$ cat src/verilog/commutation_pkg.sv
// shared constants, carriers and decode functions for the six-step commutation decoder
package commutation_pkg;

  // timing
  localparam int CLK_PERIOD_NS   = 25;
  localparam int OSC_PERIOD_NS   = 40000;
  localparam int OSC_FALL_NS     = 2000;
  localparam int OSC_CYCLES      = (OSC_PERIOD_NS + CLK_PERIOD_NS - 1) / CLK_PERIOD_NS;
  localparam int OSC_FALL_CYCLES = OSC_FALL_NS / CLK_PERIOD_NS;
  localparam int OSC_CNT_W       = 11;
  localparam logic [OSC_CNT_W-1:0] OSC_LAST     = OSC_CNT_W'(OSC_CYCLES - 1);
  localparam logic [OSC_CNT_W-1:0] OSC_RAMP_END = OSC_CNT_W'(OSC_CYCLES - OSC_FALL_CYCLES);
  localparam logic [OSC_CNT_W-1:0] OSC_CNT_RESET = 11'h000;

  // synchronised pin group
  typedef struct packed {
    logic hall_a;
    logic hall_b;
    logic hall_c;
    logic phase_60;
    logic rotation_direction_input;
    logic run_enable;
    logic overcurrent;
    logic over_temp;
    logic pwm_stop;
  } pins_s;

  localparam int         PINS_W     = $bits(pins_s);
  localparam logic [8:0] PINS_RESET = 9'h000;

  // drive group: top legs active low, bottom legs active high, bit 0 = leg A
  typedef struct packed {
    logic [2:0] top_n;
    logic [2:0] bottom;
  } drive_s;

  localparam logic [5:0] DRIVE_OFF = 6'h38;

  // six drive steps, named top leg then bottom leg
  typedef enum logic [2:0] {
    STEP_AC,
    STEP_BC,
    STEP_BA,
    STEP_CA,
    STEP_CB,
    STEP_AB,
    STEP_NONE
  } step_e;

  // sensor code {a,b,c} to drive step; two codes per phasing are invalid
  function automatic step_e decode_step(input logic [2:0] code, input logic mode_60);
    step_e s;
    s = STEP_NONE;
    if (mode_60) begin
      case (code)
        3'h4:    s = STEP_AC;
        3'h6:    s = STEP_BC;
        3'h7:    s = STEP_BA;
        3'h3:    s = STEP_CA;
        3'h1:    s = STEP_CB;
        3'h0:    s = STEP_AB;
        default: s = STEP_NONE;
      endcase
    end else begin
      case (code)
        3'h4:    s = STEP_AC;
        3'h6:    s = STEP_BC;
        3'h2:    s = STEP_BA;
        3'h3:    s = STEP_CA;
        3'h1:    s = STEP_CB;
        3'h5:    s = STEP_AB;
        default: s = STEP_NONE;
      endcase
    end
    return s;
  endfunction : decode_step

  // one-hot leg of the upper or lower switch for a step
  function automatic logic [2:0] leg_mask(input step_e s, input logic upper);
    logic [2:0] m;
    m = 3'h0;
    case (s)
      STEP_AC: m = upper ? 3'h1 : 3'h4;
      STEP_BC: m = upper ? 3'h2 : 3'h4;
      STEP_BA: m = upper ? 3'h2 : 3'h1;
      STEP_CA: m = upper ? 3'h4 : 3'h1;
      STEP_CB: m = upper ? 3'h4 : 3'h2;
      STEP_AB: m = upper ? 3'h1 : 3'h2;
      default: m = 3'h0;
    endcase
    return m;
  endfunction : leg_mask

endpackage : commutation_pkg

$ cat src/verilog/pin_filter_sync.sv
// three-stage pin synchroniser with agreement filter
`timescale 1ns/1ps
`default_nettype none
module pin_filter_sync #(
  parameter int               WIDTH     = 1,
  parameter logic [WIDTH-1:0] RESET_VAL = '0
) (
  // clock and reset
  input  wire logic             sys_clk_in,
  input  wire logic             rst_in,
  // pins and filtered result
  input  wire logic [WIDTH-1:0] pins_in,
  output var  logic [WIDTH-1:0] level_out
);

  logic [WIDTH-1:0] stage1_reg;
  logic [WIDTH-1:0] stage2_reg;
  logic [WIDTH-1:0] stage3_reg;
  wire logic [WIDTH-1:0] level_next;

  always_ff @(posedge sys_clk_in or posedge rst_in) begin
    if (rst_in) begin
      stage1_reg <= RESET_VAL;
      stage2_reg <= RESET_VAL;
      stage3_reg <= RESET_VAL;
    end else begin
      stage1_reg <= pins_in;
      stage2_reg <= stage1_reg;
      stage3_reg <= stage2_reg;
    end
  end

  // a bit only moves once stages two and three agree, so one-cycle glitches die here
  genvar i;
  generate
    for (i = 0; i < WIDTH; i++) begin : g_bit
      assign level_next[i] = (stage2_reg[i] == stage3_reg[i]) ? stage3_reg[i] : level_out[i];
    end
  endgenerate

  // one process owns the whole filtered word, so no bit has two writers
  always_ff @(posedge sys_clk_in or posedge rst_in) begin
    if (rst_in) begin
      level_out <= RESET_VAL;
    end else begin
      level_out <= level_next;
    end
  end

endmodule : pin_filter_sync
`default_nettype wire

$ cat src/verilog/six_step_commutation_decoder.sv
// six-step commutation decoder with pwm latch and protection gating
// Summary of operation
// - valid code: one upper, one lower, different legs
// - six drive steps per electrical cycle, full wave
// - 60 forward order 100,110,111,011,001,000
// - 120 forward order 100,110,010,011,001,101
// - phase select high 60 table, low 120
// - over-temperature switches every drive off
// - invalid sensor code switches every drive off
// - run low or overcurrent switches drives off
// - one pulse per cycle, overcurrent holds off
// - upper drive outputs are active low
`timescale 1ns/1ps
`default_nettype none
module six_step_commutation_decoder (
  // clock and reset
  input  wire logic                   sys_clk_in,
  input  wire logic                   rst_in,
  // hall sensors
  input  wire logic                   hall_a_in,
  input  wire logic                   hall_b_in,
  input  wire logic                   hall_c_in,
  // configuration and control pins
  input  wire logic                   phase_60_sel_in,
  input  wire logic                   rotation_direction_input_in,
  input  wire logic                   run_enable_in,
  // protection and pwm comparator pins
  input  wire logic                   overcurrent_in,
  input  wire logic                   over_temp_in,
  input  wire logic                   pwm_stop_in,
  // drives to the power bridge
  output var  commutation_pkg::drive_s drive_out,
  output var  logic [2:0]             top_drive_oe_n_out,
  // status
  output var  logic                   position_valid_out,
  output var  logic                   pwm_active_out
);
  import commutation_pkg::*;

  pins_s                 pins_raw;
  pins_s                 pins;
  logic [OSC_CNT_W-1:0]  osc_cnt_reg;
  logic                  cycle_start;
  logic                  pwm_on_reg;
  step_e                 step_now;
  logic                  drive_enable;
  drive_s                drive_next;

  // everything here arrives from pins, so it all crosses through the filter
  assign pins_raw = '{hall_a:                   hall_a_in,
                      hall_b:                   hall_b_in,
                      hall_c:                   hall_c_in,
                      phase_60:                 phase_60_sel_in,
                      rotation_direction_input: rotation_direction_input_in,
                      run_enable:               run_enable_in,
                      overcurrent:              overcurrent_in,
                      over_temp:                over_temp_in,
                      pwm_stop:                 pwm_stop_in};

  pin_filter_sync #(
    .WIDTH     (PINS_W),
    .RESET_VAL (PINS_RESET)
  ) u_pin_sync (
    .sys_clk_in (sys_clk_in),
    .rst_in     (rst_in),
    .pins_in    (pins_raw),
    .level_out  (pins)
  );

  // oscillator cycle divider
  assign cycle_start = (osc_cnt_reg == OSC_CNT_RESET);

  always_ff @(posedge sys_clk_in or posedge rst_in) begin
    if (rst_in) begin
      osc_cnt_reg <= OSC_CNT_RESET;
    end else if (osc_cnt_reg == OSC_LAST) begin
      osc_cnt_reg <= OSC_CNT_RESET;
    end else begin
      osc_cnt_reg <= osc_cnt_reg + 11'h001;
    end
  end

  // pwm latch: set only at cycle start, once cleared it waits for the next start
  always_ff @(posedge sys_clk_in or posedge rst_in) begin
    if (rst_in) begin
      pwm_on_reg <= 1'b0;
    end else if (cycle_start) begin
      pwm_on_reg <= !pins.overcurrent;
    end else if (pins.overcurrent || pins.pwm_stop || osc_cnt_reg >= OSC_RAMP_END) begin
      pwm_on_reg <= 1'b0;
    end
  end

  // position decode, phasing chosen by the strap level
  assign step_now = decode_step({pins.hall_a, pins.hall_b, pins.hall_c}, pins.phase_60);

  // overcurrent also gates directly so the trip cycle itself is cut
  assign drive_enable = pins.run_enable && !pins.overcurrent && !pins.over_temp
                        && pwm_on_reg && (step_now != STEP_NONE);

  // reverse swaps upper and lower legs of the same step
  always_comb begin
    drive_next = DRIVE_OFF;
    if (drive_enable) begin
      if (pins.rotation_direction_input) begin
        drive_next.top_n  = ~leg_mask(step_now, 1'b1);
        drive_next.bottom = leg_mask(step_now, 1'b0);
      end else begin
        drive_next.top_n  = ~leg_mask(step_now, 1'b0);
        drive_next.bottom = leg_mask(step_now, 1'b1);
      end
    end
  end

  always_ff @(posedge sys_clk_in or posedge rst_in) begin
    if (rst_in) begin
      drive_out          <= DRIVE_OFF;
      top_drive_oe_n_out <= DRIVE_OFF[5:3];
    end else begin
      drive_out          <= drive_next;
      top_drive_oe_n_out <= drive_next.top_n;
    end
  end

  always_ff @(posedge sys_clk_in or posedge rst_in) begin
    if (rst_in) begin
      position_valid_out <= 1'b0;
    end else begin
      position_valid_out <= (step_now != STEP_NONE);
    end
  end

  assign pwm_active_out = pwm_on_reg;
endmodule : six_step_commutation_decoder
`default_nettype wire
$ cat config.mk
export PLATFORM = sky130hd
export DESIGN_NAME = six_step_commutation_decoder
export DESIGN_NICKNAME = d
export VERILOG_FILES = /design/src/verilog/commutation_pkg.sv /design/src/verilog/pin_filter_sync.sv /design/src/verilog/six_step_commutation_decoder.sv
export SDC_FILE = /design/constraint.sdc
export NUM_CORES = 1
export LEC_CHECK = 0
export BUFFER_PORTS_ARGS = -buffer_cell sky130_fd_sc_hd__clkbuf_2
export CAP_MARGIN = 20
export CELL_PAD_IN_SITES_DETAIL_PLACEMENT = 0
export CELL_PAD_IN_SITES_GLOBAL_PLACEMENT = 1
export CORE_MARGIN = 5
export CORE_UTILIZATION = 44
export CTS_BUF_LIST = sky130_fd_sc_hd__clkbuf_8
export DETAILED_ROUTE_END_ITERATION = 6
export PLACE_DENSITY = 0.87
export SYNTH_ARGS = -nofsm -noshare
export SYNTH_HDL_FRONTEND = slang
export SYNTH_SLANG_ARGS = --single-unit
$ cat constraint.sdc
create_clock -name sys_clk_in -period 1.46 [get_ports sys_clk_in]
set_input_delay 0.146 -clock sys_clk_in [delete_from_list [all_inputs] [get_ports sys_clk_in]]
set_output_delay 0.146 -clock sys_clk_in [all_outputs]
set_load 0.03 [all_outputs]
==> results of run 1 <==
synth_stat cells (2+ instances only):
master                     number
sky130_fd_sc_hd__dfrtp_1       52
sky130_fd_sc_hd__maj3_1         9
sky130_fd_sc_hd__inv_1          7
sky130_fd_sc_hd__a21oi_1        5
sky130_fd_sc_hd__nand3_1        5
sky130_fd_sc_hd__o21ai_0        5
sky130_fd_sc_hd__nand2_1        4
sky130_fd_sc_hd__nand2b_1       4
sky130_fd_sc_hd__nand4_1        4
sky130_fd_sc_hd__buf_4          3
sky130_fd_sc_hd__dfstp_2        3
sky130_fd_sc_hd__nor2_1         3
sky130_fd_sc_hd__nor2b_1        3
sky130_fd_sc_hd__nor3_1         3
sky130_fd_sc_hd__nor4_1         3
sky130_fd_sc_hd__xnor2_1        3
sky130_fd_sc_hd__xor2_1         3
sky130_fd_sc_hd__a211oi_1       2
sky130_fd_sc_hd__and3_1         2
sky130_fd_sc_hd__and4_1         2
sky130_fd_sc_hd__clkbuf_1       2
sky130_fd_sc_hd__ha_1           2
sky130_fd_sc_hd__or3_1          2
through the flow:
| step | util, % | cell area [µm²] | cells | setup WS [ps] | hold slack, ps |
|---|---|---|---|---|---|
| 6_report | 54.82 | 2420 | 241 | 74.32 | 355.2 |
| 5_1_grt | 54.82 | 2420 | 241 | 1.029 | 373.8 |
| 4_1_cts | 54.82 | 2420 | 241 | 52.94 | 356.9 |
| 3_5_place_dp | 50.40 | 2225 | 222 | 19.55 | 181.6 |
| 3_3_place_gp | 50.40 | 2225 | 222 | 136.2 | 172.8 |
| 2_1_floorplan | - | 2034 | 149 | 96.40 | 177.4 |
critical path, cell delays in order (launching register included):
cell and delay (ps):
sky130_fd_sc_hd__dfrtp_1 520, sky130_fd_sc_hd__nand4_4 170, sky130_fd_sc_hd__or4_4 510, sky130_fd_sc_hd__a21oi_2 130
cells by family (layout without fill, tap and decap cells):
kind of cell,after synthesis,count (layout),share of synthesized area [%]
flip-flops,55,55,67.96
AND/OR/NAND/NOR,44,44,14.29
AO/OA/AOI/OAI,21,21,6.716
buffers and inverters,12,52,2.773
adder cells (fa/ha/maj),11,11,5.668
XOR/XNOR,6,6,2.588
power by group through the flow:
stage / registers, mW / logic (mW) / clock network (mW)
global route: 1.66 / 0.192 / 0.892
CTS: 1.65 / 0.171 / 0.830
finish: 1.65 / 0.167 / 0.807
global placement: 1.67 / 0.141 / 0
detailed placement: 1.68 / 0.150 / 0
floorplan: 1.66 / 0.106 / 0
layout make-up:
class	instances	area [µm²]	area share [%]
inverter	7	30.03	1.241
multi-input combinational	82	594.3	24.56
clock buffer	5	68.82	2.844
timing repair buffer	37	262.8	10.86
sequential	55	1380	57.03
clock inverter	3	18.77	0.7756
tap	52	65.06	2.689
cell usage in the layout (no fill, tap or decap), types with 2 or more instances in the layout:
cell type and instances:
sky130_fd_sc_hd__ha_1 2, sky130_fd_sc_hd__buf_4 5, sky130_fd_sc_hd__inv_1 6, sky130_fd_sc_hd__clkbuf_2 21
sky130_fd_sc_hd__nand2_1 4, sky130_fd_sc_hd__clkinv_2 2, sky130_fd_sc_hd__a211oi_1 2, sky130_fd_sc_hd__or3_1 2
sky130_fd_sc_hd__nor4_1 3, sky130_fd_sc_hd__xor2_1 3, sky130_fd_sc_hd__nand4_1 4, sky130_fd_sc_hd__xnor2_1 3
sky130_fd_sc_hd__o21ai_0 5, sky130_fd_sc_hd__dfrtp_1 52, sky130_fd_sc_hd__clkbuf_8 5, sky130_fd_sc_hd__a21oi_1 5
sky130_fd_sc_hd__and4_1 2, sky130_fd_sc_hd__nand3_1 5, sky130_fd_sc_hd__maj3_1 9, sky130_fd_sc_hd__nor2_1 3
sky130_fd_sc_hd__and3_1 2, sky130_fd_sc_hd__dfstp_2 3, sky130_fd_sc_hd__nor3_1 3, sky130_fd_sc_hd__dlygate4sd3_1 10
sky130_fd_sc_hd__nand2b_1 4, sky130_fd_sc_hd__nor2b_1 3
worst paths after layout:
path | from | endpoint | slack, ps | depth (start not counted)
max reg2reg | osc_cnt_reg[2] | osc_cnt_reg[9] | 70 | 3
max | osc_cnt_reg[2] | osc_cnt_reg[9] | 70 | 3
min | u_pin_sync.stage1_reg[8] | u_pin_sync.stage2_reg[8] | 360 | 0
max in group asynchronous | rst_in | top_drive_oe_n_out[2] | 520 | 4
min reg2reg | u_pin_sync.stage1_reg[8] | u_pin_sync.stage2_reg[8] | 360 | 0
min in group asynchronous | rst_in | u_pin_sync.stage1_reg[3] | 400 | 3
repair_timing:
action | in CTS | in global routing
setup endpoints to repair | 1 | 2
setup buffers | 1 | 0
gates resized for setup | 0 | 1
hold buffers | 10 | 0
endpoints found under the hold margin | 29 | 0
metal layers:
| metal | vias up | share of wire (%) |
|---|---|---|
| met1 | 645 | 45 |
| met2 | 25 | 49 |
| met4 | 0 | 1.2 |
| met5 | - | 0 |
| li1 | 601 | - |
| met3 | 2 | 5.4 |
==> metrics.md, run 1 <==
| Metric | Value |
|---|---|
| Run status | completed |
| GR Util met1 | 15.61% |
| Setup Skew | 5.836 ps |
| Clk_lat worst skew | 300 ps |
| Mean instance size in the synthesized netlist | 13.63 µm² |
| Global-route wire length before repair | 5892 µm |
| Number of vias in the routed layout | 1273 |
| Die Span Y | 77.94 µm |
| Overall Power | 2.622 mW |
| CORE AREA | 4414 µm² |
| Share of the yosys chip area belonging to registers | 67.96% |
| Number of maximum-capacitance violations | 0 |
| Most frequently used flop master after synthesis | sky130_fd_sc_hd__dfrtp_1 |
| Flip-flop count of the largest register, all copies and words added | 11 |
| Yosys top cell area share | 64.08% |
| CTS tree | yes |
| Weighted congestion at the end of routability-driven global placement | 0.8287 |
| Fin. Hold Viols | 0 |
| Async set-reset flop share out of synthesis | 100.0% |
| Unique cell type count in the Yosys netlist | 41 |
| Largest net degree at the start of global routing | 28 |
| Final setup fails | 0 |
| Count of buffers inserted at the top-level ports | 21 |
| Layout filler cell count | 346 |
| Critical path arrival | 1620 ps |
| Number of buffers on the longest clock path | 2 |
| Tmin final | 1386 ps |
| Max frequency | 721.7 MHz |
| Floorplan die width | 77.94 µm |
| Switching Share | 23.30% |
| H-tree depth reported by CTS | 2 |
| Category of the critical setup timing path | reg2reg |
| Antenna violations before repair | 0 |
| CTS sink count | 55 |
| Router iterations before antenna repair | 4 |
| Net count after synthesis | 162 |
| Count of mapped cells out of synthesis | 149 |
| Met3 Use GR | 2.894% |
| Period utilisation layout | 94.91% |
| Via count of the first global-routing pass | 1315 |
| Maximum fanout encountered on the critical timing path | 7 |
| Via-to-Cell Ratio | 5.282 |
| Synth Warn # | 0 |
| Setup repair after global routing missed its margin | no |
| Max rail drop VDD | 0.0008001 V |
| GRT Residual Overflow | 0 |
| Number of nets with antenna violations after routing | 0 |
| Clock network fraction of total power | 30.8% |
| Max-Slew Margin vs Limit | 68.59% |
| Total Negative Setup Slacks | 0 ps |
| Clock slew seen by the registers of the worst setup and hold paths | 90 ps |
| Total track usage | 12.14% |
| Cell internal power dissipation | 2.011 mW |
| Proportion of layout cells with a drive suffix above 1 | 23.28% |
| Number of flops mapped to enable cells by yosys | 0 |
| Cell area after synthesis | 2031 µm² |
| HPWL after detailed placement | 2382 µm |
| Top cell type by total area after synthesis | sky130_fd_sc_hd__dfrtp_1 |
| Count of routing violations after the opening detailed-route iteration | 73 |
| Number of DRC violations after detailed routing | 0 |
| Data required, critical path | 1690 ps |
| Antenna diode count | 0 |
| Routed Wire Length | 3209 µm |
| Busiest metal layer after global routing | met2 |
| Switching power | 0.6110 mW |
| Global routing usage on met2 | 19.28% |
| Dominant cells by area after synthesis | sky130_fd_sc_hd__dfrtp_1, sky130_fd_sc_hd__maj3_1, sky130_fd_sc_hd__dfstp_2 |
| Crit end category | flop |
| Combinational Power Share | 6.4% |
| Max-slew violation count | 0 |
| Startpoint class of the critical path | flop |
| Number of nets in the layout | 201 |
| Class of the tightest hold or removal check | reg2reg |
| Die area | 6074 µm² |
| Areal power density over the cells | 1084 nW/µm² |
| Number of CTS-inserted buffers | 5 |
| Avg WL per Cell | 13.32 µm |
| Placement row count | 24 |
| Cell at the root of the clock tree | sky130_fd_sc_hd__clkbuf_8 |
| P_leak | 1.054 nW |
| Layout overhead on the synthesized area | 19.16% |
| Slew at the pin with the worst max-slew slack | 470.1 ps |
| Number of I/O pins | 22 |
| Synthesis-stage register bit count | 55 |
| Reg power frac | 62.8% |
| Effective utilization at floorplan | 46.00% |
No activity file was read; power rests on OpenSTA's default activity.
==> run 2, diff against run 1 <==
CORE_UTILIZATION = 53   (was 44)
PLACE_DENSITY = 0.95   (was 0.87)
clock period = 1.8 ns   (was 1.46 ns; I/O delays follow)
==> run 2 against run 1 <==
Against the previous run: clock skew about the same; first-iteration DRC count shrank 33%; via count fell by 2.4%; non-clock buffer count is 4 lower; die area down 15%; setup slack improved by 140 ps; global-route usage is 2.7 points higher; utilization rose by 9.5 points; hold slack is essentially flat; sequential share of layout area up 1.1 points; critical endpoint is now osc_cnt_reg[6]; largest cell class unchanged.
==> metrics.md, run 2 (same netlist as run 1, synthesis figures left out) <==
| Metric | Value |
|---|---|
| Ordered cell list for the critical path | ha_1 -> inv_1 -> or3_2 -> a21boi_0 |
| Antenna diode count | 0 (unchanged) |
| Number of cells upsized or downsized after cts | 0 (unchanged) |
| Areal power density over the cells | 906.2 nW/µm² (-16%) |
| Startpoint of the worst register-to-register path | osc_cnt_reg[0] |
| Flip-flop count of the largest register, all copies and words added | 11 (unchanged) |
| Count of routing violations after the opening detailed-route iteration | 49 (-33%) |
| CTS sink count | 55 (unchanged) |
| Tmin final | 1589 ps (+203.4 ps) |
| Count of buffers inserted at the top-level ports | 21 (unchanged) |
| Avg WL per Cell | 14.40 µm (+8.2%) |
| Via-to-Cell Ratio | 5.330 (+0.91%) |
| Number of CTS-inserted buffers | 5 (unchanged) |
| Layout overhead on the synthesized area | 16.88% |
| Commonest non-fill, non-tap cell in the layout | sky130_fd_sc_hd__dfrtp_1 |
| Maximum fanout encountered on the critical timing path | 6 (-1) |
| Weighted congestion at the end of routability-driven global placement | 0.8670 (+4.6%) |
| Die area | 5170 µm² (-15%) |
| Max-Slew Margin vs Limit | 70.41% (+1.8 points) |
| Crit path buf inv count | 1 (+1) |
| Antenna violations before repair | 0 (unchanged) |
| Number of vias in the routed layout | 1242 (-2.4%) |
| Via count of the first global-routing pass | 1252 (-4.8%) |
| Critical path arrival | 1810 ps (+190 ps) |
| CP endpoint | osc_cnt_reg[6] |
| Category of the critical setup timing path | reg2reg |
| Data required, critical path | 2020 ps (+330 ps) |
| CORE AREA | 3689 µm² (-16%) |
| Effective utilization at floorplan | 55.05% (+9.1 points) |
| Number of I/O pins | 22 (unchanged) |
| Placement row count | 22 (-8.3%) |
| Largest net degree at the start of global routing | 22 (-21%) |
| Clock slew seen by the registers of the worst setup and hold paths | 100 ps (about the same) |
| Number of buffers on the longest clock path | 2 (unchanged) |
| GRT Residual Overflow | 0 (unchanged) |
| Total Negative Setup Slacks | 0 ps (unchanged) |
| Global-route wire length before repair | 5802 µm (-1.5%) |
| Max frequency | 629.3 MHz (-13%) |
| Floorplan die width | 71.90 µm (-7.7%) |
| Total stage count of the critical path | 4 (+1) |
| Final setup fails | 0 (unchanged) |
| Routed Wire Length | 3356 µm (+4.6%) |
| Placed Area | 2181 µm² (-2.0%) |
| Final design instance area without fill | 2374 µm² (-1.9%) |
| H-tree depth reported by CTS | 2 (unchanged) |
| Post-CTS Setup Inserts | 0 (-1) |
| Max-slew violation count | 0 (unchanged) |
| Reg2Reg Depth | 4 (+1) |
| Setup Skew | 6.292 ps (+0.4559 ps) |
| Proportion of layout cells with a drive suffix above 1 | 21.62% (-1.7 points) |
| Max rail drop VDD | 0.0007903 V (-1.2%) |
| Worst reg2reg setup slack | 210 ps (+140 ps) |
| Crit end category | flop |
| Clk_lat worst skew | 310 ps (about the same) |
| Slowest stage cell on the critical path | sky130_fd_sc_hd__or3_2 |
| Router iterations before antenna repair | 4 (unchanged) |
| Top library cells by usage in the layout, fill and taps aside | sky130_fd_sc_hd__dfrtp_1, sky130_fd_sc_hd__clkbuf_2, sky130_fd_sc_hd__dlygate4sd3_1, sky130_fd_sc_hd__maj3_1, sky130_fd_sc_hd__inv_1 |
| Largest stage delay, worst path | 460 ps (-60 ps) |
| Crit path max-delay family | simple AND/OR/NAND/NOR gates |
| Capture point of the worst reg-to-reg path | osc_cnt_reg[6] |
| Number of nets in the layout | 197 (-2.0%) |
| Die Span Y | 71.90 µm (-7.7%) |
| Fin. Hold Viols | 0 (unchanged) |
| CTS tree | yes |
| Number of nets with antenna violations after routing | 0 (unchanged) |
| Worst setup startpoint | osc_cnt_reg[0] |
| Number of maximum-capacitance violations | 0 (unchanged) |
| Startpoint class of the critical path | flop |
| Run status | completed |
| Period utilisation layout | 88.28% (-6.6 points) |
| Class of the tightest hold or removal check | in2async |
| Cell at the root of the clock tree | sky130_fd_sc_hd__clkbuf_8 |
| Setup repair after global routing missed its margin | no |
| Hold buffer count at CTS | 10 (unchanged) |
| Number of DRC violations after detailed routing | 0 (unchanged) |
| Slew at the pin with the worst max-slew slack | 437.8 ps (-32.30 ps) |
| P_leak | 1.031 nW (-2.2%) |
| HPWL after detailed placement | 2298 µm (-3.5%) |
| Total track usage | 14.85% (+2.7 points) |
==> run 2: cell count changes in the layout (fill, tap and decap cells not counted), sizes merged <==
cell / before / now
buf: 6 / 2
inv: 7 / 8
clkinv: 2 / 1
==> run 2: worst min-delay path, stage by stage <==
cell	delay (ps)
sky130_fd_sc_hd__dlygate4sd3_1	530
sky130_fd_sc_hd__clkbuf_2	110
sky130_fd_sc_hd__inv_2	260
==> run 2: final cells by class <==
cell class	instances	area [µm²]
fill	268	1315
clock inverter	3	23.77
sequential	55	1380
timing repair buffer	33	220.2
inverter	7	26.28
multi-input combinational	82	594.3
clock buffer	5	68.82
tap	48	60.06
==> run 2: per-stage QoR <==
step	hold WS [ps]	worst slack, ps	power [mW]	cells	utilization, %
after floorplan	211.4	282.0	1.433	149	-
after global placement	138.2	400.9	1.464	215	59.12
after detailed placement	152.4	261.7	1.480	215	59.12
after CTS	356.7	205.2	2.167	233	64.35
after global routing	366.6	72.77	2.263	233	64.35
final	355.1	210.9	2.151	233	64.35
==> run 2: worst min path at each step <==
| stage | from | end | slack (ps) | depth (start not counted) |
|---|---|---|---|---|
| 6_report | rst_in | u_pin_sync.stage1_reg[3] | 360 | 3 |
| 5_1_grt | u_pin_sync.stage1_reg[3] | u_pin_sync.stage2_reg[3] | 370 | 0 |
| 4_1_cts | rst_in | u_pin_sync.stage1_reg[3] | 360 | 3 |
| 3_5_place_dp | rst_in | u_pin_sync.stage1_reg[0] | 150 | 2 |
| 3_3_place_gp | rst_in | u_pin_sync.stage1_reg[0] | 140 | 2 |
| 2_1_floorplan | pwm_stop_in | u_pin_sync.stage1_reg[0] | 210 | 0 |
==> run 2: power by group <==
part	total [mW]	switching [mW]	leakage (nW)	internal [mW]
combinational	0.137	0.0726	0.328	0.0642
clock	0.678	0.397	0.0461	0.281
sequential	1.34	0.0466	0.657	1.29
==> run 2: routing by layer <==
metal / vias up / share of wire, % / track usage, %
li1: 596 / - / -
met5: - / 0 / 0
met4: 0 / 1.5 / 7.516
met1: 606 / 44 / 19.17
met2: 36 / 48 / 22.65
met3: 4 / 6.5 / 4.709
